--- src/cmd_pkg.sv ---
// Purpose: Shared constants and types for the mode and address decoder.
// Assumes: 32-bit logical addresses, 29-bit external memory addresses.
// Notes: All fields, the status word and vector base reset values and the reset vector live here.
package cmd_pkg;

	// Address widths
	localparam int ADDR_W = 32;
	localparam int EXT_W = 29;

	// Reset handler entry and vector base after reset
	localparam logic [31:0] RESET_VECTOR = 32'hA000_0000;
	localparam logic [31:0] VBASE_RESET = 32'h0000_0000;

	// Area select field: upper three address bits
	localparam int AREA_HI = 31;
	localparam int AREA_LO = 29;
	localparam logic [2:0] AREA_CACHED_DIRECT = 3'h4;
	localparam logic [2:0] AREA_UNCACHED_DIRECT = 3'h5;
	localparam logic [2:0] AREA_CACHED_XLATE = 3'h6;
	localparam logic [2:0] AREA_CONTROL = 3'h7;

	// Status word field positions and reset value
	localparam int SW_MODE_BIT = 30;
	localparam int SW_BANK_BIT = 29;
	localparam int SW_BLOCK_BIT = 28;
	localparam int SW_IMASK_HI = 7;
	localparam int SW_IMASK_LO = 4;
	localparam logic [31:0] SW_RESET = 32'h7000_00F0;

	// Control register selectors for privileged writes
	localparam logic [1:0] CTL_SEL_SW = 2'h0;
	localparam logic [1:0] CTL_SEL_SPC = 2'h1;
	localparam logic [1:0] CTL_SEL_SSW = 2'h2;
	localparam logic [1:0] CTL_SEL_VB = 2'h3;

	// Decoded area of a logical address
	typedef enum logic [2:0] {
		CMD_AREA_LOW = 3'h0,
		CMD_AREA_CDIR = 3'h1,
		CMD_AREA_UDIR = 3'h2,
		CMD_AREA_CXL = 3'h3,
		CMD_AREA_CTRL = 3'h4
	} cmd_area_t;

	// Processing state, Gray coded along reset, run, exception, run
	typedef enum logic [1:0] {
		CMD_ST_RESET = 2'h0,
		CMD_ST_RUN = 2'h1,
		CMD_ST_EXC = 2'h3,
		CMD_ST_SLEEP = 2'h2
	} cmd_state_t;

	// Access request from the core
	typedef struct packed {
		logic valid;
		logic write;
		logic [31:0] addr;
	} cmd_req_t;

	// Attributes issued toward cache, translation unit and bus controller
	typedef struct packed {
		logic valid;
		logic cacheable;
		logic translate;
		logic ext_cycle;
		logic control;
		logic [28:0] ext_addr;
	} cmd_acc_t;

endpackage

--- src/cmd_area_decode.sv ---
// Purpose: Combinational decode of one logical address into its area.
// Assumes: Mode bit set means privileged.
// Notes: Feeds the registered issue stage of the decoder top.
`timescale 1ns/1ps
module cmd_area_decode
	import cmd_pkg::*;
(
	input wire logic [31:0] addr_i,
	input wire logic priv_i,
	input wire logic cache_en_i,
	input wire logic xlate_en_i,
	output cmd_area_t area_o,
	output logic cacheable_o,
	output logic translate_o,
	output logic ext_cycle_o,
	output logic violation_o,
	output logic [28:0] ext_addr_o
);

	// Area lookup and attributes
	always_comb begin
		area_o = CMD_AREA_LOW;
		cacheable_o = cache_en_i;
		translate_o = xlate_en_i;
		ext_cycle_o = 1'b1;
		if (addr_i[AREA_HI] == 1'b0) begin
			// Lower half: the only area open to user mode
			area_o = CMD_AREA_LOW;
		end else begin
			case (addr_i[AREA_HI:AREA_LO])
				AREA_CACHED_DIRECT: begin
					area_o = CMD_AREA_CDIR;
					translate_o = 1'b0;
				end
				AREA_UNCACHED_DIRECT: begin
					area_o = CMD_AREA_UDIR;
					cacheable_o = 1'b0;
					translate_o = 1'b0;
				end
				AREA_CACHED_XLATE: begin
					area_o = CMD_AREA_CXL;
				end
				AREA_CONTROL: begin
					area_o = CMD_AREA_CTRL;
					cacheable_o = 1'b0;
					translate_o = 1'b0;
					ext_cycle_o = 1'b0;
				end
				default: begin
					area_o = CMD_AREA_LOW;
				end
			endcase
		end
		// User mode outside the low area is an address error
		violation_o = !priv_i && (area_o != CMD_AREA_LOW);
	end

	// Upper three bits masked for the external address
	assign ext_addr_o = addr_i[EXT_W-1:0];

endmodule

--- src/cmd_mode_decoder.sv ---
// Purpose: CPU processing state, mode and logical address decoder.
// Assumes: Core gives one-cycle event pulses; all inputs on clk_i.
// Notes: Power-on and manual resets both reinitialise this logic.
`timescale 1ns/1ps
module cmd_mode_decoder
	import cmd_pkg::*;
(
	input wire logic clk_i,
	input wire logic sys_rst_i,
	input wire logic manual_rst_i,
	input wire cmd_req_t req_i,
	input wire logic cache_en_i,
	input wire logic xlate_en_i,
	input wire logic exc_i,
	input wire logic [11:0] exc_offset_i,
	input wire logic [31:0] pc_i,
	input wire logic trap_i,
	input wire logic rte_i,
	input wire logic sleep_i,
	input wire logic wake_i,
	input wire logic ctl_wr_i,
	input wire logic [1:0] ctl_sel_i,
	input wire logic [31:0] ctl_wdata_i,
	input wire logic sys_instr_i,
	output cmd_acc_t acc_o,
	output logic addr_error_o,
	output logic priv_error_o,
	output logic branch_o,
	output logic [31:0] branch_pc_o,
	output logic [31:0] status_word_o,
	output logic [31:0] saved_program_counter_o,
	output logic [31:0] saved_status_word_o,
	output logic [31:0] vector_base_o,
	output logic processing_mode_bit_o,
	output logic bsc_keep_o,
	output cmd_state_t state_o
);

	// State and control registers
	cmd_state_t state, next_state;
	logic [31:0] status_word, next_status_word;
	logic [31:0] saved_program_counter, next_spc;
	logic [31:0] ssw, next_ssw;
	logic [31:0] vbase, next_vbase;
	logic branch, next_branch;
	logic [31:0] branch_pc, next_branch_pc;
	logic priv_error, next_priv_error;
	logic bsc_keep, next_bsc_keep;
	logic any_rst;

	// Access issue stage
	cmd_acc_t acc, next_acc;
	logic addr_error, next_addr_error;

	// Decoder results
	cmd_area_t dec_area;
	logic dec_cache, dec_xlate, dec_ext, dec_viol;
	logic [28:0] dec_ext_addr;
	logic priv;

	assign any_rst = sys_rst_i || manual_rst_i;
	assign priv = status_word[SW_MODE_BIT];

	// Area decode of the current request
	cmd_area_decode u_dec (
		.addr_i(req_i.addr),
		.priv_i(priv),
		.cache_en_i(cache_en_i),
		.xlate_en_i(xlate_en_i),
		.area_o(dec_area),
		.cacheable_o(dec_cache),
		.translate_o(dec_xlate),
		.ext_cycle_o(dec_ext),
		.violation_o(dec_viol),
		.ext_addr_o(dec_ext_addr)
	);

	// Next state of processing state and control registers
	always_comb begin
		next_state = state;
		next_status_word = status_word;
		next_spc = saved_program_counter;
		next_ssw = ssw;
		next_vbase = vbase;
		next_branch = 1'b0;
		next_branch_pc = branch_pc;
		next_priv_error = 1'b0;
		next_bsc_keep = bsc_keep;
		case (state)
			CMD_ST_RESET: begin
				// Leave reset by fetching the reset handler
				next_state = CMD_ST_RUN;
				next_branch = 1'b1;
				next_branch_pc = RESET_VECTOR;
			end
			CMD_ST_RUN: begin
				if (exc_i || trap_i) begin
					// Exception entry is the only way up
					next_state = CMD_ST_EXC;
					next_spc = pc_i;
					next_ssw = status_word;
					next_status_word[SW_MODE_BIT] = 1'b1;
					next_status_word[SW_BLOCK_BIT] = 1'b1;
					next_status_word[SW_BANK_BIT] = 1'b1;
					next_branch = 1'b1;
					next_branch_pc = vbase + {20'h0_0000, exc_offset_i};
				end else if (rte_i && priv) begin
					// Return restores mode and resumes
					next_status_word = ssw;
					next_branch = 1'b1;
					next_branch_pc = saved_program_counter;
				end else if ((rte_i || sys_instr_i || ctl_wr_i || sleep_i)
						&& !priv) begin
					// Protected instruction or register in user mode
					next_priv_error = 1'b1;
				end else if (sleep_i) begin
					next_state = CMD_ST_SLEEP;
				end else if (ctl_wr_i) begin
					case (ctl_sel_i)
						CTL_SEL_SW: next_status_word = ctl_wdata_i;
						CTL_SEL_SPC: next_spc = ctl_wdata_i;
						CTL_SEL_SSW: next_ssw = ctl_wdata_i;
						CTL_SEL_VB: next_vbase = ctl_wdata_i;
						default: next_vbase = vbase;
					endcase
				end
			end
			CMD_ST_EXC: begin
				// One cycle of exception entry, then run handler
				next_state = CMD_ST_RUN;
			end
			CMD_ST_SLEEP: begin
				// CPU halted until a wakeup event
				if (wake_i) begin
					next_state = CMD_ST_RUN;
				end
			end
			default: begin
				next_state = CMD_ST_RESET;
			end
		endcase
		if (any_rst) begin
			// Both resets reinitialise the CPU, privileged mode
			next_state = CMD_ST_RESET;
			next_status_word = SW_RESET;
			next_vbase = VBASE_RESET;
			next_spc = 32'h0000_0000;
			next_ssw = 32'h0000_0000;
			next_branch = 1'b0;
			next_branch_pc = RESET_VECTOR;
			next_priv_error = 1'b0;
			next_bsc_keep = manual_rst_i && !sys_rst_i;
		end
	end

	// Register the processing state group
	always_ff @(posedge clk_i) begin
		state <= next_state;
		status_word <= next_status_word;
		saved_program_counter <= next_spc;
		ssw <= next_ssw;
		vbase <= next_vbase;
		branch <= next_branch;
		branch_pc <= next_branch_pc;
		priv_error <= next_priv_error;
		bsc_keep <= next_bsc_keep;
	end

	// Next value of the issued access
	always_comb begin
		next_acc = '0;
		next_addr_error = 1'b0;
		if (!any_rst && state == CMD_ST_RUN && req_i.valid) begin
			if (dec_viol) begin
				// Error raised; nothing goes to cache, MMU or bus
				next_addr_error = 1'b1;
			end else begin
				next_acc.valid = 1'b1;
				next_acc.cacheable = dec_cache;
				next_acc.translate = dec_xlate;
				next_acc.ext_cycle = dec_ext;
				next_acc.control = (dec_area == CMD_AREA_CTRL);
				next_acc.ext_addr = dec_ext_addr;
			end
		end
	end

	// Register the access issue stage
	always_ff @(posedge clk_i) begin
		acc <= next_acc;
		addr_error <= next_addr_error;
	end

	assign acc_o = acc;
	assign addr_error_o = addr_error;
	assign priv_error_o = priv_error;
	assign branch_o = branch;
	assign branch_pc_o = branch_pc;
	assign status_word_o = status_word;
	assign saved_program_counter_o = saved_program_counter;
	assign saved_status_word_o = ssw;
	assign vector_base_o = vbase;
	assign processing_mode_bit_o = status_word[SW_MODE_BIT];
	assign bsc_keep_o = bsc_keep;
	assign state_o = state;
endmodule

--- config.mk ---
export PLATFORM = sky130hd
export DESIGN_NAME = cmd_mode_decoder
export DESIGN_NICKNAME = d
export VERILOG_FILES = /design/src/cmd_pkg.sv /design/src/cmd_area_decode.sv /design/src/cmd_mode_decoder.sv
export SDC_FILE = /design/constraint.sdc
export NUM_CORES = 1
export LEC_CHECK = 0
export ABC_AREA = 0
export BUFFER_PORTS_ARGS = -buffer_cell sky130_fd_sc_hd__buf_2
export CORE_ASPECT_RATIO = 1.5
export CORE_MARGIN = 1.5
export CORE_UTILIZATION = 30
export CTS_CLUSTER_SIZE = 24
export DETAILED_ROUTE_END_ITERATION = 12
export MAX_ROUTING_LAYER = met4
export SLEW_MARGIN = 20
export SYNTH_ARGS = -nofsm -noshare
export SYNTH_HDL_FRONTEND = slang
export SYNTH_SLANG_ARGS = --single-unit
--- constraint.sdc ---
create_clock -name clk_i -period 3.75 [get_ports clk_i]
set_input_delay 0.375 -clock clk_i [delete_from_list [all_inputs] [get_ports clk_i]]
set_output_delay 0.375 -clock clk_i [all_outputs]
set_load 0.005 [all_outputs]
After elaboration in Yosys (flattened, before gate mapping)
Cells that the tools add are included.
{ "classes": {"add_sub_neg": 1, "n_eq_ne": 23, "n_mux": 41, "bitwise": 6, "n_reduce_logical": 37} }
{ "ops": {"columns": ["cell", "count"], "rows": [
  ["32-bit 2-to-1 mux", 19],
  ["32-bit one-hot mux with 2 select lines", 1],
  ["34-bit 2-to-1 mux", 1],
  ["32-bit by 12-bit adder with 32-bit output", 1],
  ["6-bit AND reduction", 3],
  ["3-bit equality test (second input constant)", 5],
  ["3-bit != test (second input constant)", 5],
  ["3-bit one-hot mux with 4 select lines", 1],
  ["2-bit nonzero test", 6],
  ["1-bit 2-to-1 mux", 10],
  ["2-bit 2-to-1 mux", 5],
  ["3-bit nonzero test", 3],
  ["2-bit equality test (second input constant)", 4],
  ["2-bit != test (second input constant)", 4],
  ["7-bit AND reduction", 1],
  ["1-bit logical AND", 6],
  ["3-bit 2-to-1 mux", 2],
  ["1-bit NOT", 6],
  ["2-bit one-hot mux with 3 select lines", 1],
  ["2-bit OR reduction", 3],
  ["1-bit logical OR", 5],
  ["5-bit AND reduction", 1],
  ["2-bit by 1-bit equality test with 1-bit output (second input constant)", 2],
  ["2-bit zero test", 2],
  ["8 further kinds", 11]
]} }
{ "totals": {"regBits": 200, "output_inout_bits": 201, "word_cells": 125} }

Logic depth before layout (Yosys ltp)
{ "logic_depth": {"word_depth": 8, "ltp_mapped": 9, "depth_no_buf": 8} }

Cells and area by module
A second synthesis with hierarchy kept.
{ "unflattened": {"hier_cells": 1118, "hier_area_um2": 9120.0} }
{ "by_module_without_submodules": {"columns": ["mod", "instances", "cells_per_inst", "area_per_inst_um2"], "rows": [
  ["cmd_mode_decoder", 1, 1080, 8829.7],
  ["cmd_area_decode", 1, 38, 290.3]
]} }

Worst setup path after synthesis
Ideal clock, no wire load.
{ "synth_timing": {"kind": "input -> register", "from": "in exc_offset_i[0]", "to": "reg branch_pc[14] (netlist: branch_pc_o[14])", "setup_time_ps": 95, "t_arrival_ps": 2288, "t_required_ps": 3655, "setup_slack_ps": 1367, "cell_stages": 8, "path_buffers": 0, "path_cell_list": "ha_1 fa_1 a211oi_2 o21bai_4 a211oi_4 nor3_2 xnor2_1 a221oi_1"} }
{ "synth_between": {"elab_chain_cells": 3} }
{ "synth_rtl": {"columns": ["element", "line", "text"], "rows": [
  ["start, declared", "cmd_mode_decoder.sv:15", "input wire logic [11:0] exc_offset_i,"],
  ["32-bit by 12-bit adder with 32-bit output", "cmd_mode_decoder.sv:106", "next_branch_pc = vbase + {20'h0_0000, exc_offset_i};"],
  ["32-bit 2-to-1 mux", "cmd_mode_decoder.sv:97", "if (exc_i || trap_i) begin"],
  ["32-bit one-hot mux with 2 select lines", "cmd_mode_decoder.sv:89", "case (state)"],
  ["end signal, assigned", "cmd_mode_decoder.sv:164", "branch_pc <= next_branch_pc;"],
  ["end, declared", "cmd_mode_decoder.sv:46", "logic [31:0] branch_pc, next_branch_pc;"]
]} }
Every way passes these cells.
A chain may end at the register's enable or synchronous reset.

Final worst setup path
{ "layout_timing": {"from": "reg vbase[0] (netlist: vector_base_o[0])", "to": "reg branch_pc[22] (netlist: branch_pc_o[22])"} }
{ "layout_between": {"elab_chain_cells": 3} }
{ "layout_rtl": {"columns": ["element", "line", "text"], "rows": [
  ["start, declared", "cmd_mode_decoder.sv:44", "logic [31:0] vbase, next_vbase;"],
  ["start signal, assigned", "cmd_mode_decoder.sv:162", "vbase <= next_vbase;"],
  ["32-bit by 12-bit adder with 32-bit output", "cmd_mode_decoder.sv:106", null],
  ["32-bit 2-to-1 mux", "cmd_mode_decoder.sv:97", null],
  ["32-bit one-hot mux with 2 select lines", "cmd_mode_decoder.sv:89", null]
]} }
Every way passes these cells.

==> run_results.csv <==
group,metric,value,unit
global_routing,antenna_found_initial,6,
sta,fin_crit,2.74,ns
drt,via_per_inst,5.15,
worst_hold_path,whs_path_depth,2,
power,irDropWorstVdd,0.311,mV
drt,drtPass1Iterations,5,
floorplan,dieArea,31300,sq um
setup_path,regToRegSetupSlack,1.01,ns
synth,synth_top_family_by_area,"compound AO/OA/AOI/OAI gates",
final_layout,drive_gt1_share,29.9,%
cts,postCtsSetupBuffers,0,
floorplan,core-area,29600,sq um
synth,syn_area_per_cell,8.33,sq um
cts,cts_tree,"done",
drt,wirelength,34000,um
global_routing,grt_use_total,22.1,%
placement,hpwl,25300,um
sta,slew_violations,0,
sta,fmax,0.365,GHz
cts,cts.reportedPaths.clkPinSlew,0.08,ns
worst_hold_path,hp-class,"primary input to register",
cts,clock_path_buffers,2,
cts,cts.sinks,200,
setup_path,cp.required,4.06,ns
sta,post-route-period-util,73.0,%
global_routing,grt_pass1_wl,51500,um
setup_path,path_cells,"ha_1, fa_1, a211oi_2, o21bai_4, a211oi_4, nor2_1, o211ai_1, a211oi_1",
cts,clk-insertion-delay-late,0.46,ns
synth,yosys-top-cells-area,"dfxtp_1 44%, nand2_1 7.2%, a21oi_1 7.2%",
synth,synth_compound_area_share,25.2,%
placement,gp_congestion,0.936,
sta,finalHoldViolCount,0,
final_layout,final_util,39.2,%
global_routing,grt_pass1_vias,8645,
power,power.density,390,nW/um^2
synth,yosysUniqueCellTypes,76,
floorplan,die_y,216,um
final_layout,syn_to_final_growth,27.9,%
drt,remaining_drc_errors,0,
floorplan,ios,325,
drt,drtIter0Drc,686,
drt,antenna_left,0,
synth,synth-edff-count,1,
cts,cts-root-buf,"clkbuf_16",
final_layout,final_nets,1503,
synth,synth_top_area_share,43.9,%
power,leakagePower,4.79,nW
setup_path,cp_slowest_cell,"fa_1",
global_routing,grt_max_degree,69,
status,status,"complete, no violations",
cts,cts_resized,0,
floorplan,start_util,30.7,%
sta,worstMarginPinSlew,1.02,ns
placement,portBuffers,323,
synth,yosysSeqAreaShare,44.3,%
run,cap_violations,0,
synth,netlist_area,9070,sq um
synth,synthFlopType,"dfxtp_1",
global_routing,grt-ovfl-total,0,
final_layout,multi_input_area,4700,sq um
setup_path,critPathKind,"register to register",
synth,postSynthCellCount,1089,
synth,synth.largest_area_cell,"dfxtp_1",
synth,muxShareOfSynthArea,0.552,%
synth,synth_nets,1226,
setup_path,worstRegToRegCells,8,
synth,synthAdderAreaFrac,1.88,%
sta,setup-tns-final,0,ns
synth,yosysWarningCount,0,
drt,drt-wirelength-per-cell,19.1,um
sta,rsz0062_at_grt,"false",
setup_path,crit_path_max_incr_delay,0.47,ns
drt,dr_total_vias,9162,
setup_path,critPathArrivalTime,3.05,ns
sta,max-slew-margin-rel,32.2,%
synth,synth-seq-cells,200,
final_layout,fillers,3111,
cts,ctsHoldBuffers,0,
setup_path,cp-start-kind,"register",
floorplan,fp-row-count,77,
sta,finalClockSkew,0.0117,ns
setup_path,end_kind,"register",
synth,async_flop_share,0,%
sta,finalSetupViolations,0,
synth,synthSimpleGateAreaFrac,21.9,%
cts,cts_buffers,17,
setup_path,critPathMaxFanout,6,
floorplan,die_w,145,um
cts,htreeDepth,4,
final_layout,ff_latch_area,4010,sq um
synth,synth-xor-area-share,1.93,%
## path summary, 6_finish.rpt
| check | startpoint | endpoint |
|---|---|---|
| setup / recovery | vector_base_o[0]$_SDFFE_PP0P_ | branch_pc_o[22]$_SDFFE_PP0P_ |
| hold / removal | req_i[25] | acc_o[25]$_SDFF_PP0_ |
| setup reg to reg | vector_base_o[0]$_SDFFE_PP0P_ | branch_pc_o[22]$_SDFFE_PP0P_ |
| hold reg to reg | branch_pc_o[26]$_SDFFE_PP0P_ | branch_pc_o[26]$_SDFFE_PP0P_ |
## cells in the final DEF (no fill, tap or decap), drive strengths merged, types with 6 or more instances in the layout
| cell type | synthesis | layout |
|---|---|---|
| buf | 20 | 339 |
| dfxtp | 199 | 199 |
| nand2 | 176 | 176 |
| a21oi | 133 | 133 |
| nor2 | 127 | 127 |
| a211oi | 74 | 74 |
| and2 | 63 | 63 |
| o21ai | 34 | 34 |
| a311oi | 29 | 29 |
| nand3 | 18 | 18 |
| clkbuf | 61 | 17 |
| xnor2 | 15 | 15 |
| inv | 5 | 13 |
| ha | 12 | 12 |
| nor3 | 12 | 12 |
| a22oi | 9 | 9 |
| and3 | 9 | 9 |
| a31oi | 8 | 8 |
| o22ai | 7 | 7 |
| nand4 | 7 | 7 |
| a221oi | 7 | 7 |
| diode | 0 | 6 |
| clkinv | 0 | 6 |
## per-layer routing
metal	vias to the layer above	part of all wire [%]	track usage [%]
li1	4434	-	-
met1	4278	43	26.8
met2	369	47	34.7
met3	81	5.1	3.49
met4	0	5.0	12.9
met5	-	0	-
## where the power goes
| group | internal, mW | switching [mW] | total [mW] |
|---|---|---|---|
| logic | 0.164 | 0.286 | 0.449 |
| clock network | 0.907 | 0.979 | 1.89 |
| registers | 2.16 | 0.0312 | 2.19 |
| total | 3.23 | 1.30 | 4.52 |
## per-stage QoR
stage / worst slack (ns) / cell area, sq um / instances / hold slack, ns / power, mW
after floorplan: 1.37 / 9070 / 1089 / 0.453 / 2.48
after global placement: 0.880 / 11000 / 1742 / 0.442 / 2.68
after detailed placement: 0.836 / 11000 / 1742 / 0.454 / 2.69
after CTS: 0.991 / 11600 / 1774 / 0.0836 / 4.57
after global routing: 0.838 / 11600 / 1780 / 0.0884 / 4.71
final: 1.01 / 11600 / 1780 / 0.111 / 4.52
## flip-flops by register name, indices dropped and copies added, names as in the netlist, 2 cells and up
name and count:
acc_o 34, branch_pc_o 32, saved_program_counter_o 32, saved_status_word_o 32
status_word_o 32, vector_base_o 32, state_o 2
## cell usage after synthesis (10+ instances only)
cell type  instances
buf_2             18
nor2_1           123
o21ai_1           10
xnor2_1           15
nand3_1           16
a21oi_1          130
and2_1            63
o21ai_0           21
a211oi_1          71
clkbuf_1          57
a311oi_1          27
ha_1              12
nand2_1          175
dfxtp_1          199
## cells by family after synthesis
logic type | Yosys count
AO/OA/AOI/OAI | 333
XOR/XNOR | 20
adder cells (fa/ha/maj) | 13
buffers and inverters | 86
flip-flops | 200
multiplexers | 5
AND/OR/NAND/NOR | 432
## worst max-delay path, delay by kind of cell (launching register included)
kind                       cells  cell delay (ns)
adders and majority gates      2             0.75
DFF                            1             0.35
and+or+nand+nor                1             0.21
AOI/OAI and AO/OA              5             1.28
## area by class of cell
type | instances | share of cell area [%]
flip-flops and latches | 200 | 34.6
inverters | 5 | 0.183
repair buffers | 339 | 15.1
diodes | 6 | 0.129
clock buffers | 17 | 3.67
multi-input cells | 803 | 40.5
well taps | 395 | 4.26
clock inverters | 15 | 1.55
Power figures use the tool's default switching activity.
